File: src/logic/l3wa_pkg.sv
// shared constants and carriers for the last-level cache way allocation unit
// assumes the core decodes its own register writes and hands them over as plain strobes
package l3wa_pkg;

  // variants: classes / way bitmask width
  localparam int VARIANT_C4_W16 = 0;
  localparam int VARIANT_C16_W12 = 1;
  localparam int VARIANT_C4_W12 = 2;
  localparam int CLASSES_C4 = 4;
  localparam int CLASSES_C16 = 16;
  localparam int WAYS_W16 = 16;
  localparam int WAYS_W12 = 12;

  // storage sized for the most classes and the widest way mask of any variant
  localparam int MAX_CLASSES = 16;
  localparam int MAX_WAYS = 16;
  localparam int TAG_W = 4;
  localparam int MON_W = 10;
  localparam int THREADS = 2;
  localparam int THREAD_W = 1;

  // association word layout: monitor tag low, class tag in upper half
  localparam int ASSOC_MON_LSB = 0;
  localparam int ASSOC_TAG_LSB = 32;
  localparam int ASSOC_W = 64;

  // reset values: every class may use every way, every thread in class 0
  localparam logic [MAX_WAYS-1:0] MASK_RESET = 16'hFFFF;
  localparam logic [TAG_W-1:0] TAG_RESET = 4'h0;
  localparam logic [MON_W-1:0] MON_RESET = 10'h000;

  // architectural allocation feature flag, always left clear
  localparam logic ARCH_ALLOC_FLAG = 1'b0;

  typedef struct packed {
    logic [TAG_W-1:0] serviceClassTag;
    logic [MON_W-1:0] monitorTag;
  } l3wa_assoc_t;

  typedef struct packed {
    logic valid;
    logic [THREAD_W-1:0] thread;
    logic fromGpu;
  } l3wa_fill_req_t;

  function automatic int classesOf(input int v);
    return (v == VARIANT_C16_W12) ? CLASSES_C16 : CLASSES_C4;
  endfunction

  function automatic int waysOf(input int v);
    return (v == VARIANT_C4_W16) ? WAYS_W16 : WAYS_W12;
  endfunction

endpackage

File: src/logic/l3wa_way_alloc.sv
// last-level cache way allocation unit: class masks, thread tags, fill way selection
// assumes synchronous register-write strobes from the core and one fill request per cycle at most
`timescale 1ns/1ps
module l3wa_way_alloc #(
  parameter int VARIANT = l3wa_pkg::VARIANT_C4_W16,
  parameter bit MON_SUPPORT = 1'b0
)(
  input wire logic clk,
  input wire logic rst,
  input wire logic maskWrEn,
  input wire logic [l3wa_pkg::TAG_W-1:0] maskWrIdx,
  input wire logic [l3wa_pkg::MAX_WAYS-1:0] maskWrData,
  output logic maskWrFault,
  input wire logic [l3wa_pkg::TAG_W-1:0] maskRdIdx,
  output logic [l3wa_pkg::MAX_WAYS-1:0] maskRdData,
  input wire logic assocWrEn,
  input wire logic [l3wa_pkg::THREAD_W-1:0] assocWrThread,
  input wire logic [l3wa_pkg::ASSOC_W-1:0] assocWrData,
  output logic assocWrFault,
  input wire logic [l3wa_pkg::THREAD_W-1:0] assocRdThread,
  output logic [l3wa_pkg::ASSOC_W-1:0] assocRdData,
  input wire l3wa_pkg::l3wa_fill_req_t fillReq,
  output logic fillDone,
  output logic [l3wa_pkg::MAX_WAYS-1:0] fillWayMask,
  output logic archAllocFeature,
  output logic monitorFeature
);

  localparam int NCLS = l3wa_pkg::classesOf(VARIANT);
  localparam int NWAY = l3wa_pkg::waysOf(VARIANT);
  localparam logic [l3wa_pkg::MAX_WAYS-1:0] LEGAL_WAYS = l3wa_pkg::MASK_RESET >> (l3wa_pkg::MAX_WAYS - NWAY);

  // single mask per class serves code and data fills alike
  logic [l3wa_pkg::MAX_WAYS-1:0] wayMask_q [l3wa_pkg::MAX_CLASSES];
  l3wa_pkg::l3wa_assoc_t assoc_q [l3wa_pkg::THREADS];
  logic maskWrFault_q;
  logic assocWrFault_q;
  logic fillDone_q;
  logic [l3wa_pkg::MAX_WAYS-1:0] fillWayMask_q;
  logic maskLegal;
  logic tagLegal;
  l3wa_pkg::l3wa_assoc_t assocWr;

  // mask must be non-empty, within the variant width and one contiguous run
  function automatic logic contiguous(input logic [l3wa_pkg::MAX_WAYS-1:0] m);
    logic [l3wa_pkg::MAX_WAYS-1:0] low;
    low = m & (~m + 16'h0001);
    return ((m + low) & m) == 16'h0000;
  endfunction

  always_comb
  begin
    maskLegal = (32'(maskWrIdx) < NCLS) && (maskWrData != 16'h0000)
      && ((maskWrData & ~LEGAL_WAYS) == 16'h0000) && contiguous(maskWrData);
    tagLegal = 32'(assocWrData[l3wa_pkg::ASSOC_TAG_LSB +: l3wa_pkg::TAG_W]) < NCLS
      && assocWrData[l3wa_pkg::ASSOC_W-1:l3wa_pkg::ASSOC_TAG_LSB + l3wa_pkg::TAG_W] == 28'h0000000;
    assocWr.serviceClassTag = assocWrData[l3wa_pkg::ASSOC_TAG_LSB +: l3wa_pkg::TAG_W];
    // without monitoring the field does not exist and reads zero
    assocWr.monitorTag = MON_SUPPORT ? assocWrData[l3wa_pkg::ASSOC_MON_LSB +: l3wa_pkg::MON_W]
      : l3wa_pkg::MON_RESET;
  end

  // only supported classes are ever written; the rest stay at reset
  genvar gc;
  generate
    for (gc = 0; gc < l3wa_pkg::MAX_CLASSES; gc++)
    begin : gMask
      always_ff @(posedge clk)
      begin
        if (rst)
          wayMask_q[gc] <= l3wa_pkg::MASK_RESET & LEGAL_WAYS;
        else if (maskWrEn && maskLegal && maskWrIdx == 4'(gc) && gc < NCLS)
          wayMask_q[gc] <= maskWrData;
      end
    end
  endgenerate

  genvar gt;
  generate
    for (gt = 0; gt < l3wa_pkg::THREADS; gt++)
    begin : gAssoc
      always_ff @(posedge clk)
      begin
        if (rst)
        begin
          assoc_q[gt].serviceClassTag <= l3wa_pkg::TAG_RESET;
          assoc_q[gt].monitorTag <= l3wa_pkg::MON_RESET;
        end
        else if (assocWrEn && tagLegal && assocWrThread == 1'(gt))
          assoc_q[gt] <= assocWr;
      end
    end
  endgenerate

  // a refused write leaves state untouched and raises a one-cycle fault
  always_ff @(posedge clk)
  begin
    if (rst)
    begin
      maskWrFault_q <= 1'b0;
      assocWrFault_q <= 1'b0;
    end
    else
    begin
      maskWrFault_q <= maskWrEn && !maskLegal;
      assocWrFault_q <= assocWrEn && !tagLegal;
    end
  end

  // fill way selection, answered one cycle after the request
  always_ff @(posedge clk)
  begin
    if (rst)
    begin
      fillDone_q <= 1'b0;
      fillWayMask_q <= 16'h0000;
    end
    else
    begin
      fillDone_q <= fillReq.valid;
      if (fillReq.valid)
      begin
        if (fillReq.fromGpu)
          fillWayMask_q <= LEGAL_WAYS;
        else
          fillWayMask_q <= wayMask_q[assoc_q[fillReq.thread].serviceClassTag];
      end
    end
  end

  assign maskWrFault = maskWrFault_q;
  assign assocWrFault = assocWrFault_q;
  assign fillDone = fillDone_q;
  assign fillWayMask = fillWayMask_q;
  // reads are combinational views of stored state; unsupported classes read zero
  assign maskRdData = (32'(maskRdIdx) < NCLS) ? wayMask_q[maskRdIdx] : 16'h0000;
  assign assocRdData = {28'h0000000, assoc_q[assocRdThread].serviceClassTag, 22'h000000,
    assoc_q[assocRdThread].monitorTag};
  assign archAllocFeature = l3wa_pkg::ARCH_ALLOC_FLAG;
  assign monitorFeature = MON_SUPPORT;
endmodule

File: config.mk
export PLATFORM = sky130hd
export DESIGN_NAME = l3wa_way_alloc
export DESIGN_NICKNAME = d
export VERILOG_FILES = /design/src/logic/l3wa_pkg.sv /design/src/logic/l3wa_way_alloc.sv
export SDC_FILE = /design/constraint.sdc
export NUM_CORES = 1
export LEC_CHECK = 0
export BUFFER_PORTS_ARGS = -buffer_cell sky130_fd_sc_hd__buf_2
export CAP_MARGIN = 20
export CORE_MARGIN = 2
export CORE_UTILIZATION = 40
export CTS_BUF_LIST = sky130_fd_sc_hd__clkbuf_16
export DETAILED_ROUTE_END_ITERATION = 6
export PLACE_DENSITY = 0.79
export SLEW_MARGIN = 20
export SYNTH_ARGS = -nofsm -noshare
export SYNTH_HDL_FRONTEND = slang
export SYNTH_SLANG_ARGS = --single-unit
File: constraint.sdc
create_clock -name clk -period 11.3 [get_ports clk]
set_input_delay 2.825 -clock clk [delete_from_list [all_inputs] [get_ports clk]]
set_output_delay 2.825 -clock clk [all_outputs]
set_load 0.05 [all_outputs]
# Word level (Yosys, flattened, before mapping)
# Memory sizes are Yosys's and may differ from the RTL's.
# Cells that the tools add are included.
# op_classes
n_mux,28
mul,0
div_mod_pow,0
magnitude_cmp,3
n_shift,0
bitwise,10
n_eq_ne,3
reduce_logical,19
add_sub_neg,2
# ops
operator,count
$mux W16,6
$and A16 B16 Y16,2
$logic_not A28 Y1,1
$mux W1,20
$add A16 B1 Y16 const B,1
$add A16 B16 Y16,1
$logic_not A16 Y1,1
$not A16 Y16,1
$reduce_bool A16 Y1,1
$logic_and A1 B1 Y1,13
$lt A4 B3 Y1 const B,3
$eq A4 B2 Y1 const B,2
$mux W4,2
$or A1 B1 Y1,6
$eq A4 B1 Y1 const B,1
$logic_not A4 Y1,1
$logic_not A1 Y1,2
$not A1 Y1,1
# word_totals
word_cells,71
latch_bits,0
out_inout_bits,101
romBits,0
ramBits,264
inputBits,97
ff_bits,19
n_memories,2
# memory_table
memory,depth,word_bits,read_ports,rd_ports_with_merged_regs,wr,line_no,source
wayMask_q,16,16,2,0,16,l3wa_way_alloc.sv:34,logic [l3wa_pkg::MAX_WAYS-1:0] wayMask_q [l3wa_pkg::MAX_CLASSES];
assoc_q,2,4,2,0,2,l3wa_way_alloc.sv:35,l3wa_pkg::l3wa_assoc_t assoc_q [l3wa_pkg::THREADS];

# Longest topological paths before layout
# depth
word_depth,13
ltp_mapped,9
ltp_nobuf,7

# Worst setup path before layout
# No wires, ideal clock.
# synth_timing
path_type,input port to output port
startpoint,in maskRdIdx[0] (netlist bit)
endpoint,out maskRdData[10] (netlist bit)
path_buffers,2
required_ps,8475
setup_slack_ps,3691
stages,4
arrival_ps,4784
path_cell_list,clkbuf_1 buf_1 mux4_2 nor2b_1
# synth_between
elab_chain_len,2
elab_cells_between_ends,3
cone_classes,1 x order compare; 1 x mux; 1 x memory
# synth_lines
item,line_no,source
"start, declared",l3wa_way_alloc.sv:14,"input wire logic [l3wa_pkg::TAG_W-1:0] maskRdIdx,"
$mem_v2 Z16 W16 / $lt A4 B3 Y1 (equally long branches),--,
$mux W16 (*),l3wa_way_alloc.sv:136,assign maskRdData = (32'(maskRdIdx) < NCLS) ? wayMask_q[maskRdIdx] : 16'h0000;
"end, declared",l3wa_way_alloc.sv:15,"output logic [l3wa_pkg::MAX_WAYS-1:0] maskRdData,"
# Every way passes the cells marked *; elsewhere a longest branch is shown, timed or not.

# Final worst setup path
# layout_timing
startpoint,in maskRdIdx[0] (netlist bit)
endpoint,out maskRdData[9] (netlist bit)
# Same word-level chain as after synthesis.

==> results_tabular.tex <==
\begin{tabular}{lr}
\hline
Metric & Value \\
\hline
\multicolumn{2}{l}{\textbf{Setup path}} \\
Launching element of the worst setup path & maskRdIdx[0] \\
CP startpoint kind & input pin \\
Path depth of the worst reg2reg path & 5 \\
CP peak stage delay & 0.63 ns \\
Reg-to-reg startpoint & assoc\_q[0][0] \\
Setup slack on the worst flop-to-flop path & 9.43 ns \\
Critical Path Sink & maskRdData[9] \\
Class of the most critical setup path & input pin to primary output \\
Endpoint kind of the worst setup timing path & primary output \\
Arrival time of data at the critical path endpoint & 4.34 ns \\
CP Data Required Time & 8.48 ns \\
Most prevalent standard cell on the critical path & sky130\_fd\_sc\_hd\_\_buf\_2 \\
Worst path cell trace & buf\_2, mux4\_2, nor2b\_1, buf\_2 \\
Critical register-to-register path endpoint & fillWayMask[13] \\
Cell type of the slowest stage on the worst timing path & sky130\_fd\_sc\_hd\_\_mux4\_2 \\
Highest fanout seen on the critical path & 16 \\
\multicolumn{2}{l}{\textbf{Clocking}} \\
Total of hold buffers inserted after clock tree synthesis & 0 \\
Number of gates resized after CTS & 0 \\
Buffers inserted during post-CTS setup optimization & 0 \\
Clock root buffer master & sky130\_fd\_sc\_hd\_\_clkbuf\_16 \\
Number of clock buffers inserted by TritonCTS & 9 \\
Clock-pin slew of the registers on the worst-case setup and hold paths & 0.06 ns \\
Number of clock sinks seen by CTS & 91 \\
Worst skew pair latency & 0.34 ns \\
Maximum number of buffers from clock root to sink & 2 \\
Count of H-tree levels built during CTS & 3 \\
Clock tree from TritonCTS & done \\
\multicolumn{2}{l}{\textbf{Synthesis}} \\
Count of flip-flops with a built-in enable after synthesis & 72 \\
Fraction of synthesis flops using an asynchronous set or reset pin & 0 \\
Warning count from the yosys run & 0 \\
Post-synthesis cell type with the largest combined area & sky130\_fd\_sc\_hd\_\_edfxtp\_1 \\
Sequential area share after synthesis & 0.483 \\
Cell Area, Synth & 5260 um\^{}2 \\
Top FF cell, synth & sky130\_fd\_sc\_hd\_\_edfxtp\_1 \\
Number of synthesized register bits & 91 \\
Post-Syn Area per Cell & 11.3 um\^{}2 \\
Share of the synthesized area in the top cell type & 0.411 \\
Instance count of the mapped netlist & 466 \\
Library cells used by synthesis & 52 \\
Leading post-synthesis cells by cell area & sky130\_fd\_sc\_hd\_\_edfxtp\_1, sky130\_fd\_sc\_hd\_\_mux4\_2, sky130\_fd\_sc\_hd\_\_buf\_4, sky130\_fd\_sc\_hd\_\_dfxtp\_1, sky130\_fd\_sc\_hd\_\_nand2\_1 \\
\multicolumn{2}{l}{\textbf{Timing}} \\
Final period demand of the worst path & 7.16 ns \\
Post-Route Skew & 0.00628 ns \\
Slew Viols, Final & 0 \\
Total of endpoints with negative setup slack in the final report & 0 \\
Highest achievable clock rate & 140 MHz \\
Setup repair after global routing missed its margin & no \\
Period utilization & 0.634 \\
Fin Setup TNS & 0 ns \\
Tightest Pin Transition & 1.08 ns \\
Worst Setup Slack, final & 4.14 ns \\
Final Hold Viols & 0 \\
Relative slew slack & 0.276 \\
\multicolumn{2}{l}{\textbf{Global routing}} \\
Overall track demand over capacity in global routing & 0.172 \\
Number of antenna violations at the first check in global routing & 0 \\
Largest net degree at the start of global routing & 44 \\
Via count of the first global-routing pass & 3655 \\
Leftover overflow at the end of global routing & 0 \\
Wire length of the first global-routing pass & 18.9 mm \\
\multicolumn{2}{l}{\textbf{Die}} \\
DIE AREA & 14100 um\^{}2 \\
Number of placement rows & 41 \\
Horiz. Die Dim & 119 um \\
Top-level I/O count & 198 \\
CORE AREA & 12700 um\^{}2 \\
Die outline height & 119 um \\
Initial Utilization & 0.413 \\
\multicolumn{2}{l}{\textbf{Min path}} \\
Worst hold path class & register to register \\
Startpoint of the lowest-slack hold path & fillWayMask[9] \\
\multicolumn{2}{l}{\textbf{Drt}} \\
Post-route antenna net violation count & 0 \\
Violation count after the first detailed-routing iteration & 342 \\
Number of iterations in the first detailed-routing pass & 5 \\
Final WL & 12.3 mm \\
Avg Vias per Cell & 5.21 \\
Number of vias after detailed routing & 3842 \\
DRC violation count after routing & 0 \\
Average detailed-routed wire length per instance & 16.6 um \\
\multicolumn{2}{l}{\textbf{Placement}} \\
HPWL Detailed & 8.56 mm \\
Global placer's final weighted congestion & 0.827 \\
Port bufs & 103 \\
Pre-CTS setup slack & 4.11 ns \\
\multicolumn{2}{l}{\textbf{Power and ir drop}} \\
Leakage power & 2.29 nW \\
Peak supply drop & 0.0966 mV \\
Power per Cell Area & 142 nW/um\^{}2 \\
\multicolumn{2}{l}{\textbf{Finish}} \\
Count of nets after finishing & 658 \\
Share of cells above drive strength 1 & 0.302 \\
Most common library cell in the layout ignoring fill and taps & sky130\_fd\_sc\_hd\_\_buf\_2 \\
Signed area change from the synthesized netlist to the final layout & 13.4\% \\
\# fillers & 1152 \\
Inserted Diodes & 0 \\
Commonest non-fill, non-tap cells in the layout & sky130\_fd\_sc\_hd\_\_buf\_2, sky130\_fd\_sc\_hd\_\_edfxtp\_1, sky130\_fd\_sc\_hd\_\_nand2\_1 \\
\multicolumn{2}{l}{\textbf{Run}} \\
Number of max-capacitance violations reported & 0 \\
\multicolumn{2}{l}{\textbf{Run status}} \\
Outcome & complete, no violations \\
\hline
\end{tabular}
## worst min-delay path by stage
stage	slack, ns	cells past startpoint	endpoint
6_report	0.48	2	fillWayMask[9]
4_1_cts	0.48	2	fillWayMask[9]
5_1_grt	0.50	2	fillWayMask[0]
3_3_place_gp	0.47	2	fillWayMask[14]
3_5_place_dp	0.47	2	fillWayMask[9]
2_1_floorplan	0.69	2	fillWayMask[0]
## through the flow
stage               hold slack, ns  power (mW)  area [um^2]   util  cells
finish                       0.484       0.849         5960  0.469    738
detailed placement           0.469       0.572         5670  0.446    722
floorplan                    0.692       0.547         5500      -    531
CTS                          0.482       0.852         5960  0.469    738
global route                 0.501       0.878         5960  0.469    738
global placement             0.469       0.569         5670  0.446    722
## registers in the layout, indices dropped and copies added, names as in the netlist
register and count:
assoc_q 8, assocWrFault 1, fillDone 1, wayMask_q 64, fillWayMask 16, maskWrFault 1
## worst max-delay path, delay by kind of cell
family | cells | cell delay [ns]
multiplexers | 1 | 0.63
buffers and inverters | 2 | 0.71
AND/OR/NAND/NOR | 1 | 0.16
## kinds of logic after synthesis
logic type | Yosys count | synth area share
buffers and inverters | 90 | 0.114
AOI/OAI and AO/OA | 27 | 0.0412
and+or+nand+nor | 218 | 0.210
other | 1 | 0.000713
DFF | 91 | 0.483
muxes | 39 | 0.151
## layer usage
metal  vias to the layer above  track usage  part of all wire
li1                       1756            -                 -
met1                      1839        0.224              0.38
met2                       236        0.290              0.50
met3                        11       0.0376              0.11
met4                         0       0.0499            0.0095
met5                         -            0                 0
## cell usage after synthesis (all sizes together) (6+ instances only)
cell type and instances:
clkbuf 19, edfxtp 72, a21oi 7, nor2b 20
buf 68, dfxtp 19, nand2 70, nor2 61
nor4 12, nand4 6, or2 8, mux4 32
nor3 23
## cell type report
| cell class | instances | area [um^2] | share of cell area |
|---|---|---|---|
| multi-input cells | 350 | 2370 | 0.397 |
| repair buffers | 106 | 538 | 0.0902 |
| inverters | 3 | 11.3 | 0.00189 |
| flip-flops and latches | 91 | 2540 | 0.426 |
| well taps | 172 | 215 | 0.0361 |
| clock buffers | 10 | 250 | 0.0420 |
| clock inverters | 6 | 40.0 | 0.00671 |
## where the power goes
group	internal [mW]	switching [mW]
Sequential	0.380	0.00982
Combinational	0.0478	0.129
Clock	0.162	0.121
Note: power is estimated with default switching activity, not from simulation.
